`src/inc/csp_pkg.sv`:
```
// constants and types shared by the control sequence parser
package csp_pkg;

  // character codes
  localparam logic [7:0] CODE_CTL_MAX   = 8'h1F;
  localparam logic [7:0] CODE_DEL       = 8'h7F;
  localparam logic [7:0] CODE_ESC       = 8'h1B;
  localparam logic [7:0] CODE_CSI_2ND   = 8'h5B;
  localparam logic [7:0] CODE_XON       = 8'h11;
  localparam logic [7:0] CODE_XOFF      = 8'h13;
  localparam logic [7:0] CODE_CAN       = 8'h18;
  localparam logic [7:0] CODE_SUB       = 8'h1A;

  // character class ranges
  localparam logic [7:0] INTER_LO       = 8'h20;
  localparam logic [7:0] INTER_HI       = 8'h2F;
  localparam logic [7:0] PARAM_LO       = 8'h30;
  localparam logic [7:0] PARAM_HI       = 8'h3F;
  localparam logic [7:0] PRIV_PARAM_LO  = 8'h3C;
  localparam logic [7:0] ESC_FINAL_LO   = 8'h30;
  localparam logic [7:0] CSI_FINAL_LO   = 8'h40;
  localparam logic [7:0] FINAL_HI       = 8'h7E;
  localparam logic [7:0] ESC_STD_FIN_LO = 8'h40;
  localparam logic [7:0] CSI_PRIV_FIN   = 8'h70;

  // sizes
  localparam int FIFO_DEPTH = 8;
  localparam int CHAR_W     = 8;
  localparam int PARAM_MAX  = 8;
  localparam int INTER_MAX  = 2;

  // parser states
  typedef enum logic [2:0] {
    ST_GROUND = 3'b001,
    ST_ESC    = 3'b010,
    ST_CSI    = 3'b100
  } csp_state_e;

  // kind of reported event
  typedef enum logic [1:0] {
    KIND_CHAR = 2'h0,
    KIND_CTL  = 2'h1,
    KIND_ESC  = 2'h2,
    KIND_CSI  = 2'h3
  } csp_kind_e;

endpackage : csp_pkg

```
`src/design/csp_classify.sv`:
```
// sorts one character code into its syntactic classes
`timescale 1ns/1ps
module csp_classify (
  // code under test
  input  wire logic [7:0] code,
  // classes
  output logic            is_ctl,
  output logic            is_esc,
  output logic            is_abort,
  output logic            is_xon,
  output logic            is_xoff,
  output logic            is_inter,
  output logic            is_param,
  output logic            is_priv_param,
  output logic            is_esc_final,
  output logic            is_esc_std_fin,
  output logic            is_csi_final,
  output logic            is_csi_priv_fin,
  output logic            is_csi_2nd
);
  assign is_ctl          = (code <= csp_pkg::CODE_CTL_MAX) || (code == csp_pkg::CODE_DEL);
  assign is_esc          = (code == csp_pkg::CODE_ESC);
  assign is_abort        = (code == csp_pkg::CODE_CAN) || (code == csp_pkg::CODE_SUB);
  assign is_xon          = (code == csp_pkg::CODE_XON);
  assign is_xoff         = (code == csp_pkg::CODE_XOFF);
  assign is_inter        = (code >= csp_pkg::INTER_LO) && (code <= csp_pkg::INTER_HI);
  assign is_param        = (code >= csp_pkg::PARAM_LO) && (code <= csp_pkg::PARAM_HI);
  assign is_priv_param   = (code >= csp_pkg::PRIV_PARAM_LO) && (code <= csp_pkg::PARAM_HI);
  assign is_esc_final    = (code >= csp_pkg::ESC_FINAL_LO) && (code <= csp_pkg::FINAL_HI);
  assign is_esc_std_fin  = (code >= csp_pkg::ESC_STD_FIN_LO) && (code <= csp_pkg::FINAL_HI);
  assign is_csi_final    = (code >= csp_pkg::CSI_FINAL_LO) && (code <= csp_pkg::FINAL_HI);
  assign is_csi_priv_fin = (code >= csp_pkg::CSI_PRIV_FIN) && (code <= csp_pkg::FINAL_HI);
  assign is_csi_2nd      = (code == csp_pkg::CODE_CSI_2ND);
endmodule : csp_classify

```
`src/design/csp_fifo.sv`:
```
// character FIFO with registered full and empty
`timescale 1ns/1ps
module csp_fifo #(
  parameter int WIDTH = 8,
  parameter int DEPTH = 8
) (
  // clock and reset
  input  wire logic             clock,
  input  wire logic             rst_n,
  // filling side
  input  wire logic             in_valid,
  input  wire logic [WIDTH-1:0] in_data,
  output logic                  in_ready,
  // draining side
  output logic                  out_valid,
  output logic      [WIDTH-1:0] out_data,
  input  wire logic             out_ready
);
  localparam int AW = $clog2(DEPTH);
  localparam int CW = AW + 1;

  logic [WIDTH-1:0] mem [DEPTH];
  logic [AW-1:0]    wr_ptr;
  logic [AW-1:0]    rd_ptr;
  logic [CW-1:0]    count;
  logic [CW-1:0]    next_count;
  logic             push;
  logic             pop;

  assign push     = in_valid && in_ready;
  assign pop      = out_valid && out_ready;
  assign out_data = mem[rd_ptr];

  always_comb begin
    next_count = count;
    if (push && !pop) begin
      next_count = count + CW'(1);
    end else if (pop && !push) begin
      next_count = count - CW'(1);
    end
  end

  always_ff @(posedge clock) begin
    if (push) begin
      mem[wr_ptr] <= in_data;
    end
  end

  always_ff @(posedge clock or negedge rst_n) begin
    if (!rst_n) begin
      wr_ptr <= '0;
      rd_ptr <= '0;
    end else begin
      if (push) begin
        wr_ptr <= (wr_ptr == AW'(DEPTH - 1)) ? '0 : wr_ptr + AW'(1);
      end
      if (pop) begin
        rd_ptr <= (rd_ptr == AW'(DEPTH - 1)) ? '0 : rd_ptr + AW'(1);
      end
    end
  end

  always_ff @(posedge clock or negedge rst_n) begin
    if (!rst_n) begin
      count     <= '0;
      in_ready  <= 1'b0;
      out_valid <= 1'b0;
    end else begin
      count     <= next_count;
      in_ready  <= (next_count != CW'(DEPTH));
      out_valid <= (next_count != '0);
    end
  end

endmodule : csp_fifo

```
`src/design/csp_parser.sv`:
```
// control sequence parser: classifies a received character stream
`timescale 1ns/1ps
module csp_parser #(
  parameter int FIFO_DEPTH = csp_pkg::FIFO_DEPTH,
  parameter int PARAM_MAX  = csp_pkg::PARAM_MAX,
  parameter int INTER_MAX  = csp_pkg::INTER_MAX,
  localparam int CW        = csp_pkg::CHAR_W,
  localparam int PCW       = $clog2(PARAM_MAX + 1),
  localparam int ICW       = $clog2(INTER_MAX + 1)
) (
  // clock and reset
  input  wire logic                    clock,
  input  wire logic                    rst_n,
  // received character stream
  input  wire logic                    in_valid,
  input  wire logic [CW-1:0]           in_data,
  output logic                         in_ready,
  // mode
  input  wire logic                    std_mode,
  // event report
  input  wire logic                    ev_ready,
  output logic                         ev_valid,
  output csp_pkg::csp_kind_e           ev_kind,
  output logic [CW-1:0]                ev_code,
  output logic [PARAM_MAX*CW-1:0]      ev_params,
  output logic [PCW-1:0]               ev_param_cnt,
  output logic [INTER_MAX*CW-1:0]      ev_inters,
  output logic [ICW-1:0]               ev_inter_cnt,
  output logic                         ev_trunc,
  output logic                         ev_nonstd,
  // flow control
  output logic                         xon_pulse,
  output logic                         xoff_pulse,
  output logic                         flow_stopped
);

  ////////////////////////////////////////////////////////////////////////////
  // input buffer

  logic          q_valid;
  logic [CW-1:0] q_data;
  logic          take;

  csp_fifo #(
    .WIDTH (CW),
    .DEPTH (FIFO_DEPTH)
  ) u_fifo (
    .clock     (clock),
    .rst_n     (rst_n),
    .in_valid  (in_valid),
    .in_data   (in_data),
    .in_ready  (in_ready),
    .out_valid (q_valid),
    .out_data  (q_data),
    .out_ready (take)
  );

  // a character is consumed only when the report slot is free
  assign take = q_valid && (!ev_valid || ev_ready);

  ////////////////////////////////////////////////////////////////////////////
  // classification

  logic c_ctl;
  logic c_esc;
  logic c_abort;
  logic c_xon;
  logic c_xoff;
  logic c_inter;
  logic c_param;
  logic c_priv_param;
  logic c_esc_final;
  logic c_esc_std_fin;
  logic c_csi_final;
  logic c_csi_priv_fin;
  logic c_csi_2nd;

  csp_classify u_class (
    .code            (q_data),
    .is_ctl          (c_ctl),
    .is_esc          (c_esc),
    .is_abort        (c_abort),
    .is_xon          (c_xon),
    .is_xoff         (c_xoff),
    .is_inter        (c_inter),
    .is_param        (c_param),
    .is_priv_param   (c_priv_param),
    .is_esc_final    (c_esc_final),
    .is_esc_std_fin  (c_esc_std_fin),
    .is_csi_final    (c_csi_final),
    .is_csi_priv_fin (c_csi_priv_fin),
    .is_csi_2nd      (c_csi_2nd)
  );

  ////////////////////////////////////////////////////////////////////////////
  // decisions for the character being consumed

  csp_pkg::csp_state_e     state;
  logic [PARAM_MAX*CW-1:0] p_buf;
  logic [PCW-1:0]          p_cnt;
  logic [INTER_MAX*CW-1:0] i_buf;
  logic [ICW-1:0]          i_cnt;
  logic                    seq_bad;
  logic                    seq_trunc;

  logic emit_ctl;
  logic emit_chr;
  logic emit_esc;
  logic emit_csi;
  logic go_ground;
  logic go_esc;
  logic go_csi;
  logic add_param;
  logic add_inter;
  logic mark_bad;
  logic fin_nonstd;

  always_comb begin
    emit_ctl   = 1'b0;
    emit_chr   = 1'b0;
    emit_esc   = 1'b0;
    emit_csi   = 1'b0;
    go_ground  = 1'b0;
    go_esc     = 1'b0;
    go_csi     = 1'b0;
    add_param  = 1'b0;
    add_inter  = 1'b0;
    mark_bad   = 1'b0;
    fin_nonstd = 1'b0;
    if (take) begin
      // escape restarts, cancel and substitute abort, other controls act in place
      if (c_esc) begin
        go_esc = 1'b1;
      end else if (c_abort && state != csp_pkg::ST_GROUND) begin
        emit_ctl  = 1'b1;
        go_ground = 1'b1;
      end else if (c_ctl) begin
        emit_ctl = 1'b1;
      end else begin
        case (state)
          csp_pkg::ST_GROUND: begin
            emit_chr = 1'b1;
          end
          csp_pkg::ST_ESC: begin
            if (c_inter) begin
              add_inter = 1'b1;
            end else if (c_csi_2nd && i_cnt == '0) begin
              go_csi = 1'b1;
            end else if (c_esc_final) begin
              emit_esc   = 1'b1;
              fin_nonstd = !c_esc_std_fin;
              go_ground  = 1'b1;
            end else begin
              go_ground = 1'b1;
            end
          end
          csp_pkg::ST_CSI: begin
            if (c_param) begin
              add_param = 1'b1;
              mark_bad  = c_priv_param || (i_cnt != '0);
            end else if (c_inter) begin
              add_inter = 1'b1;
            end else if (c_csi_final) begin
              emit_csi   = 1'b1;
              fin_nonstd = c_csi_priv_fin;
              go_ground  = 1'b1;
            end else begin
              go_ground = 1'b1;
            end
          end
          default: begin
            go_ground = 1'b1;
          end
        endcase
      end
    end
  end

  logic seq_nonstd;
  logic seq_drop;

  assign seq_nonstd = seq_bad || seq_trunc || fin_nonstd;
  assign seq_drop   = std_mode && seq_nonstd;

  ////////////////////////////////////////////////////////////////////////////
  // state

  always_ff @(posedge clock or negedge rst_n) begin
    if (!rst_n) begin
      state <= csp_pkg::ST_GROUND;
    end else if (go_esc) begin
      state <= csp_pkg::ST_ESC;
    end else if (go_csi) begin
      state <= csp_pkg::ST_CSI;
    end else if (go_ground) begin
      state <= csp_pkg::ST_GROUND;
    end
  end

  ////////////////////////////////////////////////////////////////////////////
  // collection of parameters and intermediates

  always_ff @(posedge clock or negedge rst_n) begin
    if (!rst_n) begin
      p_buf     <= '0;
      p_cnt     <= '0;
      i_buf     <= '0;
      i_cnt     <= '0;
      seq_bad   <= 1'b0;
      seq_trunc <= 1'b0;
    end else if (go_esc || go_ground) begin
      p_buf     <= '0;
      p_cnt     <= '0;
      i_buf     <= '0;
      i_cnt     <= '0;
      seq_bad   <= 1'b0;
      seq_trunc <= 1'b0;
    end else begin
      if (mark_bad) begin
        seq_bad <= 1'b1;
      end
      if (add_param) begin
        if (p_cnt == PCW'(PARAM_MAX)) begin
          seq_trunc <= 1'b1;
        end else begin
          p_buf[p_cnt*CW +: CW] <= q_data;
          p_cnt                 <= p_cnt + PCW'(1);
        end
      end
      if (add_inter) begin
        if (i_cnt == ICW'(INTER_MAX)) begin
          seq_trunc <= 1'b1;
        end else begin
          i_buf[i_cnt*CW +: CW] <= q_data;
          i_cnt                 <= i_cnt + ICW'(1);
        end
      end
    end
  end

  ////////////////////////////////////////////////////////////////////////////
  // event report, held until accepted

  logic emit_seq;

  assign emit_seq = (emit_esc || emit_csi) && !seq_drop;

  always_ff @(posedge clock or negedge rst_n) begin
    if (!rst_n) begin
      ev_valid     <= 1'b0;
      ev_kind      <= csp_pkg::KIND_CHAR;
      ev_code      <= '0;
      ev_params    <= '0;
      ev_param_cnt <= '0;
      ev_inters    <= '0;
      ev_inter_cnt <= '0;
      ev_trunc     <= 1'b0;
      ev_nonstd    <= 1'b0;
    end else if (emit_ctl || emit_chr || emit_seq) begin
      ev_valid     <= 1'b1;
      ev_code      <= q_data;
      ev_params    <= emit_seq ? p_buf : '0;
      ev_param_cnt <= emit_seq ? p_cnt : '0;
      ev_inters    <= emit_seq ? i_buf : '0;
      ev_inter_cnt <= emit_seq ? i_cnt : '0;
      ev_trunc     <= emit_seq && seq_trunc;
      ev_nonstd    <= emit_seq && seq_nonstd;
      if (emit_ctl) begin
        ev_kind <= csp_pkg::KIND_CTL;
      end else if (emit_chr) begin
        ev_kind <= csp_pkg::KIND_CHAR;
      end else if (emit_esc) begin
        ev_kind <= csp_pkg::KIND_ESC;
      end else begin
        ev_kind <= csp_pkg::KIND_CSI;
      end
    end else if (ev_ready) begin
      ev_valid <= 1'b0;
    end
  end

  ////////////////////////////////////////////////////////////////////////////
  // flow control codes

  always_ff @(posedge clock or negedge rst_n) begin
    if (!rst_n) begin
      xon_pulse    <= 1'b0;
      xoff_pulse   <= 1'b0;
      flow_stopped <= 1'b0;
    end else begin
      xon_pulse  <= emit_ctl && c_xon;
      xoff_pulse <= emit_ctl && c_xoff;
      if (emit_ctl && c_xoff) begin
        flow_stopped <= 1'b1;
      end else if (emit_ctl && c_xon) begin
        flow_stopped <= 1'b0;
      end
    end
  end

endmodule : csp_parser

```
`config.mk`:
```
export PLATFORM = sky130hd
export DESIGN_NAME = csp_parser
export DESIGN_NICKNAME = d
export VERILOG_FILES = /design/src/inc/csp_pkg.sv /design/src/design/csp_classify.sv /design/src/design/csp_fifo.sv /design/src/design/csp_parser.sv
export SDC_FILE = /design/constraint.sdc
export NUM_CORES = 1
export LEC_CHECK = 0
export ABC_AREA = 1
export BUFFER_PORTS_ARGS = -buffer_cell sky130_fd_sc_hd__buf_2
export CAP_MARGIN = 20
export CORE_MARGIN = 2
export CORE_UTILIZATION = 29
export DETAILED_ROUTE_END_ITERATION = 7
export MAX_ROUTING_LAYER = met4
export PLACE_DENSITY = 0.56
export SYNTH_ARGS = -nofsm -noshare
export SYNTH_HDL_FRONTEND = slang
export SYNTH_SLANG_ARGS = --single-unit
```
`constraint.sdc`:
```
create_clock -name clock -period 2.2 [get_ports clock]
set_input_delay 0.44 -clock clock [delete_from_list [all_inputs] [get_ports clock]]
set_output_delay 0.44 -clock clock [all_outputs]
set_load 0.05 [all_outputs]
```
# Word level (Yosys, flattened, before mapping)
# Memories as Yosys holds them, arrays and structs flattened.
# Cells that the tools add are included.
[op_classes]
n_mul = 0
shift = 4
n_eq_ne = 18
add_sub_neg = 8
reduce_logical = 45
mux = 114
bitwise = 0
n_div = 0
order_cmp = 9
[ops]
columns = ["operator", "n"]
rows = [
  ["$mux W64", 4],
  ["$mux W1", 84],
  ["$bwmux W64", 1],
  ["$mux W16", 4],
  ["$shift A8 B34 Y64 const A", 1],
  ["$shiftx A8 B34 Y64", 1],
  ["$eq A8 B5 Y1 const B", 5],
  ["$neg A5 Y34", 1],
  ["$neg A7 Y34", 1],
  ["$shift A8 B34 Y16 const A", 1],
  ["$shiftx A8 B34 Y16", 1],
  ["$ge A8 B6 Y1 const B", 3],
  ["$mux W4", 6],
  ["$logic_and A1 B1 Y1", 19],
  ["$bwmux W16", 1],
  ["$eq A8 B7 Y1 const B", 2],
  ["$ge A8 B7 Y1 const B", 2],
  ["$le A8 B6 Y1 const B", 2],
  ["$mux W3", 5],
  ["$mux W2", 6],
  ["$reduce_bool A2 Y1", 6],
  ["$logic_or A1 B1 Y1", 10],
  ["$eq A3 B3 Y1 const B", 3],
  ["$add A4 B1 Y4 const B", 2],
  ["19 further kinds", 27],
]
[totals]
output_inout_bits = 103
ff_bits = 205
latchBits = 0
mem_bits_ro = 0
memories = 1
ramBits = 64
word_cells = 223
inputBits = 13
[memory_table]
columns = ["memory", "depth", "width", "rd", "rd_clocked_by_memory_dff", "wr", "line", "source"]
rows = [
  ["u_fifo.mem", 8, 8, 1, 0, 1, "csp_fifo.sv:22", "logic [WIDTH-1:0] mem [DEPTH];"],
]

# Logic depth before layout (Yosys ltp)
# An unclocked memory read counts as a cell.
[depth]
word_depth = 18
depth_mapped = 20
ltp_nobuf = 17

# Cells and area by module
# Synthesis repeated with hierarchy kept, for this count alone.
[unflattened]
cells_unflattened = 1430
hier_area_um2 = 12617.1
[modules_own_cells]
columns = ["mod", "area_per_inst_um2", "cells_per_inst", "seq_area_each_um2", "instances"]
rows = [
  ["csp_parser", 9123.8, 1093, 4830.9, 1],
  ["csp_fifo", 3319.4, 295, 2222.1, 1],
  ["csp_classify", 173.9, 42, 0.0, 1],
]

# Least setup slack after synthesis
# OpenSTA, ideal clock, no wires.
[synth_timing]
path_kind = "register -> register"
start = "reg u_fifo.rd_ptr[1]"
end = "reg p_cnt[0]"
synth_period_minus_slack_ps = 2285
path_buffers = 2
required_ps = 2069
setup_time_ps = 131
slack_ps = -85
arrival_ps = 2155
path_stages_with_launch = 17
path_cell_list = "dfrtp_1 -> buf_4 -> inv_4 -> buf_2 -> nand3_1 -> nand3_1 -> nand2_1 -> nand2_1 -> nor2_2 -> nand2_2 -> nand2_2 -> nor2_2 -> nand4_2 -> inv_1 -> nand2_1 -> nand2_1 -> nor2_1"
[synth_via]
elab_chain_cells = 13
word_cells_on_any_way = 39
classes_between = "order compare: 5; eq/ne: 6; mux: 18; reduce/logical: 9; memory: 1"
[synth_lines]
columns = ["element", "line", "source"]
rows = [
  ["start: declaration", "csp_fifo.sv:24", "logic [AW-1:0] rd_ptr;"],
  ["start signal: assignment", "csp_fifo.sv:58", "rd_ptr <= (rd_ptr == AW'(DEPTH - 1)) ? '0 : rd_ptr + AW'(1);"],
  ["$mem_v2 Z8 W8 *", "n/a", ""],
  ["$ge A8 B6 Y1, or another cell as far along", "csp_classify.sv:26", "assign is_inter = (code >= csp_pkg::INTER_LO) && (code <= csp_pkg::INTER_HI);"],
  ["$logic_and A1 B1 Y1, on equally long branches", "csp_classify.sv:26, csp_parser.sv:147", ""],
  ["$mux W1, on equally long branches", "csp_parser.sv:161, csp_parser.sv:147", ""],
  ["$mux W1, on equally long branches", "csp_parser.sv:158, csp_parser.sv:145", ""],
  ["$pmux W1 S3", "csp_parser.sv:140", "case (state)"],
  ["$mux W1", "csp_parser.sv:137", "end else if (c_ctl) begin"],
  ["$mux W1", "csp_parser.sv:134", "end else if (c_abort && state != csp_pkg::ST_GROUND) begin"],
  ["$mux W1", "csp_parser.sv:132", "if (c_esc) begin"],
  ["$mux W1", "csp_parser.sv:130", "if (take) begin"],
  ["$logic_or A1 B1 Y1", "csp_parser.sv:211", "end else if (go_esc || go_ground) begin"],
  ["$ne A2 B2 Y1 (no source line) or $reduce_bool A2 Y1 (tied branches)", "n/a", ""],
  ["$reduce_and A2 Y1 (no source line)", "n/a", ""],
  ["end signal: assignment", "csp_parser.sv:227", "p_cnt <= p_cnt + PCW'(1);"],
  ["end: declaration", "csp_parser.sv:100", "logic [PCW-1:0] p_cnt;"],
]
# Mark *: on every way between the ends. The rest lies on a longest branch, timed or not.
# A chain may end at the register's enable or synchronous reset.

# Worst setup path after layout
[layout_timing]
start = "reg u_fifo.rd_ptr[0]"
end = "reg ev_valid"
[layout_via]
elab_chain_cells = 18
word_cells_on_any_way = 68
classes_between = "order compare: 8; eq/ne: 5; mux: 36; reduce/logical: 18; memory: 1"
[layout_lines]
columns = ["element", "line", "source"]
rows = [
  ["$mem_v2 Z8 W8 *", "n/a", ""],
  ["$ge A8 B7 Y1 or $le A8 B7 Y1 (tied branches)", "csp_classify.sv:30, csp_classify.sv:31, csp_classify.sv:29", ""],
  ["$logic_and A1 B1 Y1", "csp_classify.sv:30, csp_classify.sv:31", ""],
  ["$logic_not A1 Y1", "csp_parser.sv:151", "fin_nonstd = !c_esc_std_fin;"],
  ["$mux W1", "csp_parser.sv:149", "end else if (c_esc_final) begin"],
  ["$mux W1", "csp_parser.sv:147", "end else if (c_csi_2nd && i_cnt == '0) begin"],
  ["$mux W1", "csp_parser.sv:145", "if (c_inter) begin"],
  ["$pmux W1 S2", "csp_parser.sv:140", ""],
  ["[2 not listed]", "n/a", ""],
  ["$mux W1", "csp_parser.sv:132", ""],
  ["$mux W1", "csp_parser.sv:130", ""],
  ["$logic_or A1 B1 Y1", "csp_parser.sv:182", "assign seq_nonstd = seq_bad || seq_trunc || fin_nonstd;"],
  ["$logic_and A1 B1 Y1", "csp_parser.sv:183", "assign seq_drop = std_mode && seq_nonstd;"],
  ["$logic_not A1 Y1", "csp_parser.sv:246", "assign emit_seq = (emit_esc || emit_csi) && !seq_drop;"],
  ["$logic_and A1 B1 Y1", "csp_parser.sv:246", ""],
  ["$logic_or A1 B1 Y1 *", "csp_parser.sv:259", "end else if (emit_ctl || emit_chr || emit_seq) begin"],
  ["$mux W1 or $reduce_bool A2 Y1 (tied branches)", "n/a", ""],
  ["end signal: assignment", "csp_parser.sv:250", "ev_valid <= 1'b0;"],
  ["end signal: assignment", "csp_parser.sv:260", "ev_valid <= 1'b1;"],
  ["end signal: assignment", "csp_parser.sv:278", "ev_valid <= 1'b0;"],
  ["end: declaration", "csp_parser.sv:22", "output logic ev_valid,"],
]
# Marks and branches as above.

==> results by group <==
Timing
  – Worst-margin pin slew: 687 ps
  – Final setup vio count: 192
  – Final WS setup: -358 ps
  – WHS: 170 ps
  – Slew headroom: 0.538
  – Fin. max-slew vios: 0
  – Final Skew: 9.66 ps
  – Tmin final: 2560 ps
  – Max frequency: 0.391 GHz
  – Unrepaired setup endpoints after global routing: yes
  – Fin crit share: 1.16
  – Hold Fails Final Rpt: 0

Setup path
  – Startpoint Class: flip-flop
  – Critical path startpoint: u_fifo.rd_ptr[0]$_DFFE_PN0P_
  – Worst r2r dst: ev_valid$_DFFE_PN0P_
  – Required @ worst endpoint: 2610 ps
  – Reg2Reg Depth: 16
  – Type of element capturing the critical path: flip-flop
  – Critical path class: reg -> reg
  – Cell breakdown of the critical path: buf_12 > buf_12 > nand2_4 > nand3_4 > nand2_2 > nand2_2 > nand2_4 > nand2_1 > nor2_2 > nand2_2 > nand2_4 > nor2_4 > a21oi_4 > buf_12 > clkbuf_16 > nand3_1
  – R2R Path Start: u_fifo.rd_ptr[0]$_DFFE_PN0P_
  – Critical path's largest stage delay: 450 ps
  – Slowest stage cell, crit path: dfrtp_2
  – Reg2Reg Setup Slack: -360 ps
  – Maximum net fanout on the critical path: 9
  – CP arrival: 2970 ps

Pwr
  – Leak pwr: 8.42 nW
  – Pwr per Cell Area: 1240 nW/µm²
  – Peak supply drop: 0.000615 V

Clock tree
  – Clk sinks: 269
  – Clock transition at path regs: 60 ps
  – Worst-Skew Late Latency: 550 ps
  – Clk root buf: clkbuf_16
  – Clock Path Buffers: 3
  – CTS tree: built
  – H-tree depth: 1
  – Total CTS buffers: 30

Synthesis
  – Cells after Synth: 1343
  – Seq/Total Area, Yosys: 0.587
  – Synth area leaders: dfrtp_1, edfxtp_1, nand3_1, nand2_1, inv_1
  – Post-Syn Nets: 1370
  – Asr flop ratio synth: 0.762
  – Post-Synth Simple-Gate Area: 0.286
  – Warnings from Yosys: 0
  – Synth Area in XOR/XNOR: 0.00437
  – Compound-Gate Fraction of Synth Area: 0.0340
  – Top FF cell, synth: dfrtp_1
  – Distinct cells, synth: 37
  – Syn avg cell area: 8.95 µm²
  – Post-Syn Area: 12000 µm²
  – Yosys reg bits: 269
  – Post-Synth Adder-Cell Area: 0.0146
  – Post-synth EDFFs: 64
  – Post-synthesis mux area share: 0
  – Synth area leader: dfrtp_1
  – Largest family of logic cells by synthesized area: simple AND/OR/NAND/NOR gates
  – Yosys top cell area share: 0.425

Global routing
  – Global-route wire length before repair: 54.4 mm
  – M1 GR Usage: 0.206
  – Busiest grt layer: met2
  – Initial antenna violation count: 0
  – GR Util met3: 0.0231
  – GR Layer Usage met2: 0.256
  – Vias in the first global route: 10100
  – Gr ovfl total: 0
  – GRT Overall Usage: 0.158
  – Largest net degree at the start of global routing: 66

Floorplan
  – Initial core utilization: 0.294
  – Number of I/O pins: 116
  – DIE WIDTH: 208 µm
  – CORE AREA: 40800 µm²
  – Rows: 74
  – Die height: 208 µm
  – Die ar.: 43100 µm²

Cells and area
  – Final non-filler cell area: 17000 µm²
  – ANT cells: 0
  – Synthesis-to-layout area growth: 41.5%
  – Commonest non-fill, non-tap cell in the layout: nand3_1
  – Layout Nets: 1634
  – Share of cells above drive strength 1: 0.327
  – Commonest non-fill, non-tap cells in the layout: nand3_1, nand2_1, dfrtp_1

Min path
  – Hold EP: u_fifo.mem[1][0]$_DFFE_PP_
  – Worst hold path class: in -> reg
  – Hold wc startpoint: in_data[0]
  – WHS Path Cells: 1

Drt
  – WL/cell: 16.3 µm
  – DRC: 0
  – Initial DRT Pass Iterations: 5
  – Detailed Route WL: 35.2 mm
  – Initial DRC count: 666
  – Remaining antenna violation count: 0
  – Drt via density: 4.74
  – Routed via count: 10300

Place
  – RePlAce Congestion: 0.895
  – DP Area: 14200 µm²
  – Detailed-placement wirelength estimate: 23.4 mm
  – Port buffer count: 115

Status
  – Failing checks: setup timing
  – Status: finished with violations

Job
  – # Max-Cap Violations: 0
[state kept, by name, indices dropped and copies added, names as in the netlist, 2 cells and up]
| name | flops |
|---|---|
| ev_param_cnt | 4 |
| ev_kind | 2 |
| ev_inters | 16 |
| u_fifo.rd_ptr | 3 |
| i_cnt | 2 |
| p_buf | 64 |
| u_fifo.mem | 64 |
| p_cnt | 4 |
| ev_code | 8 |
| state | 3 |
| u_fifo.wr_ptr | 3 |
| i_buf | 16 |
| ev_inter_cnt | 2 |
| ev_params | 64 |
| u_fifo.count | 4 |
[metrics by stage]
step                setup TNS, ps  power (mW)  std cells  setup slack [ps]   util
finish                     -52280        21.1       2163              -358  0.416
global route               -79540        22.2       2163              -495  0.416
CTS                        -35780        19.6       2135              -265  0.393
detailed placement         -53810        12.9       2049              -373  0.347
global placement           -44830        12.9       2049              -354  0.347
floorplan                    -304        9.81       1343             -22.2      -
[cell families (layout without fill, tap and decap cells)]
logic type | Yosys count | after routing
xor+xnor | 6 | 6
fa+ha+maj | 14 | 14
buf+inv | 209 | 494
compound gates | 75 | 75
flops | 269 | 269
simple gates | 770 | 773
[worst max-delay path by stage]
stage	to	slack, ps	cells past startpoint
finish	ev_valid$_DFFE_PN0P_	-360	16
global route	ev_params[33]$_DFFE_PN0P_	-490	17
CTS	p_buf[45]$_DFFE_PN0P_	-260	17
detailed placement	p_buf[41]$_DFFE_PN0P_	-370	17
global placement	p_buf[44]$_DFFE_PN0P_	-350	17
floorplan	p_cnt[2]$_DFFE_PN0P_	-20	19
[power breakdown]
part           leakage [nW]  switching, mW  internal (mW)
logic                  4.53           5.85           4.39
clock network         0.493           2.02           3.12
registers              3.39          0.215           5.53
[Yosys cell counts (all sizes together), types with 2 or more instances]
cell    number
or2          2
edfxtp      64
dfrtp      204
a21oi       11
xor2         5
nor4         8
clkbuf      21
nor3        22
o211ai       3
buf         48
inv        139
nand3      320
nand2      311
nand4       16
nor2        90
o21ai       56
ha          14
[area by class of cell]
class | instances | area (µm²)
clock buffers | 42 | 837
clock inverters | 14 | 180
fillers | 3954 | 23800
inverters | 140 | 547
multi-input cells | 868 | 4980
flip-flops and latches | 269 | 7050
well taps | 532 | 666
repair buffers | 295 | 2700
repair inverters | 3 | 33.8
[worst max-delay path, delay by kind of cell, from the launching register on]
family	cells	cell delay, ps
AOI/OAI and AO/OA	1	220
buffers and inverters	4	710
DFF	1	450
and+or+nand+nor	11	1020
[per-layer routing]
layer | share of wire | vias up
li1 | - | 4995
met1 | 0.44 | 4966
met2 | 0.49 | 237
met3 | 0.041 | 62
met4 | 0.027 | 0
met5 | 0 | -
[what timing repair did]
action                                 in CTS  in global routing
pin swaps                                  31                 55
setup endpoints to repair                 192                195
gates resized for setup                   120                146
gates cloned                               10                 12
setup buffers                              19                 16
endpoints found under the hold margin      58                  0
hold buffers                                1                  0
Note: power is estimated with default switching activity, not from simulation.
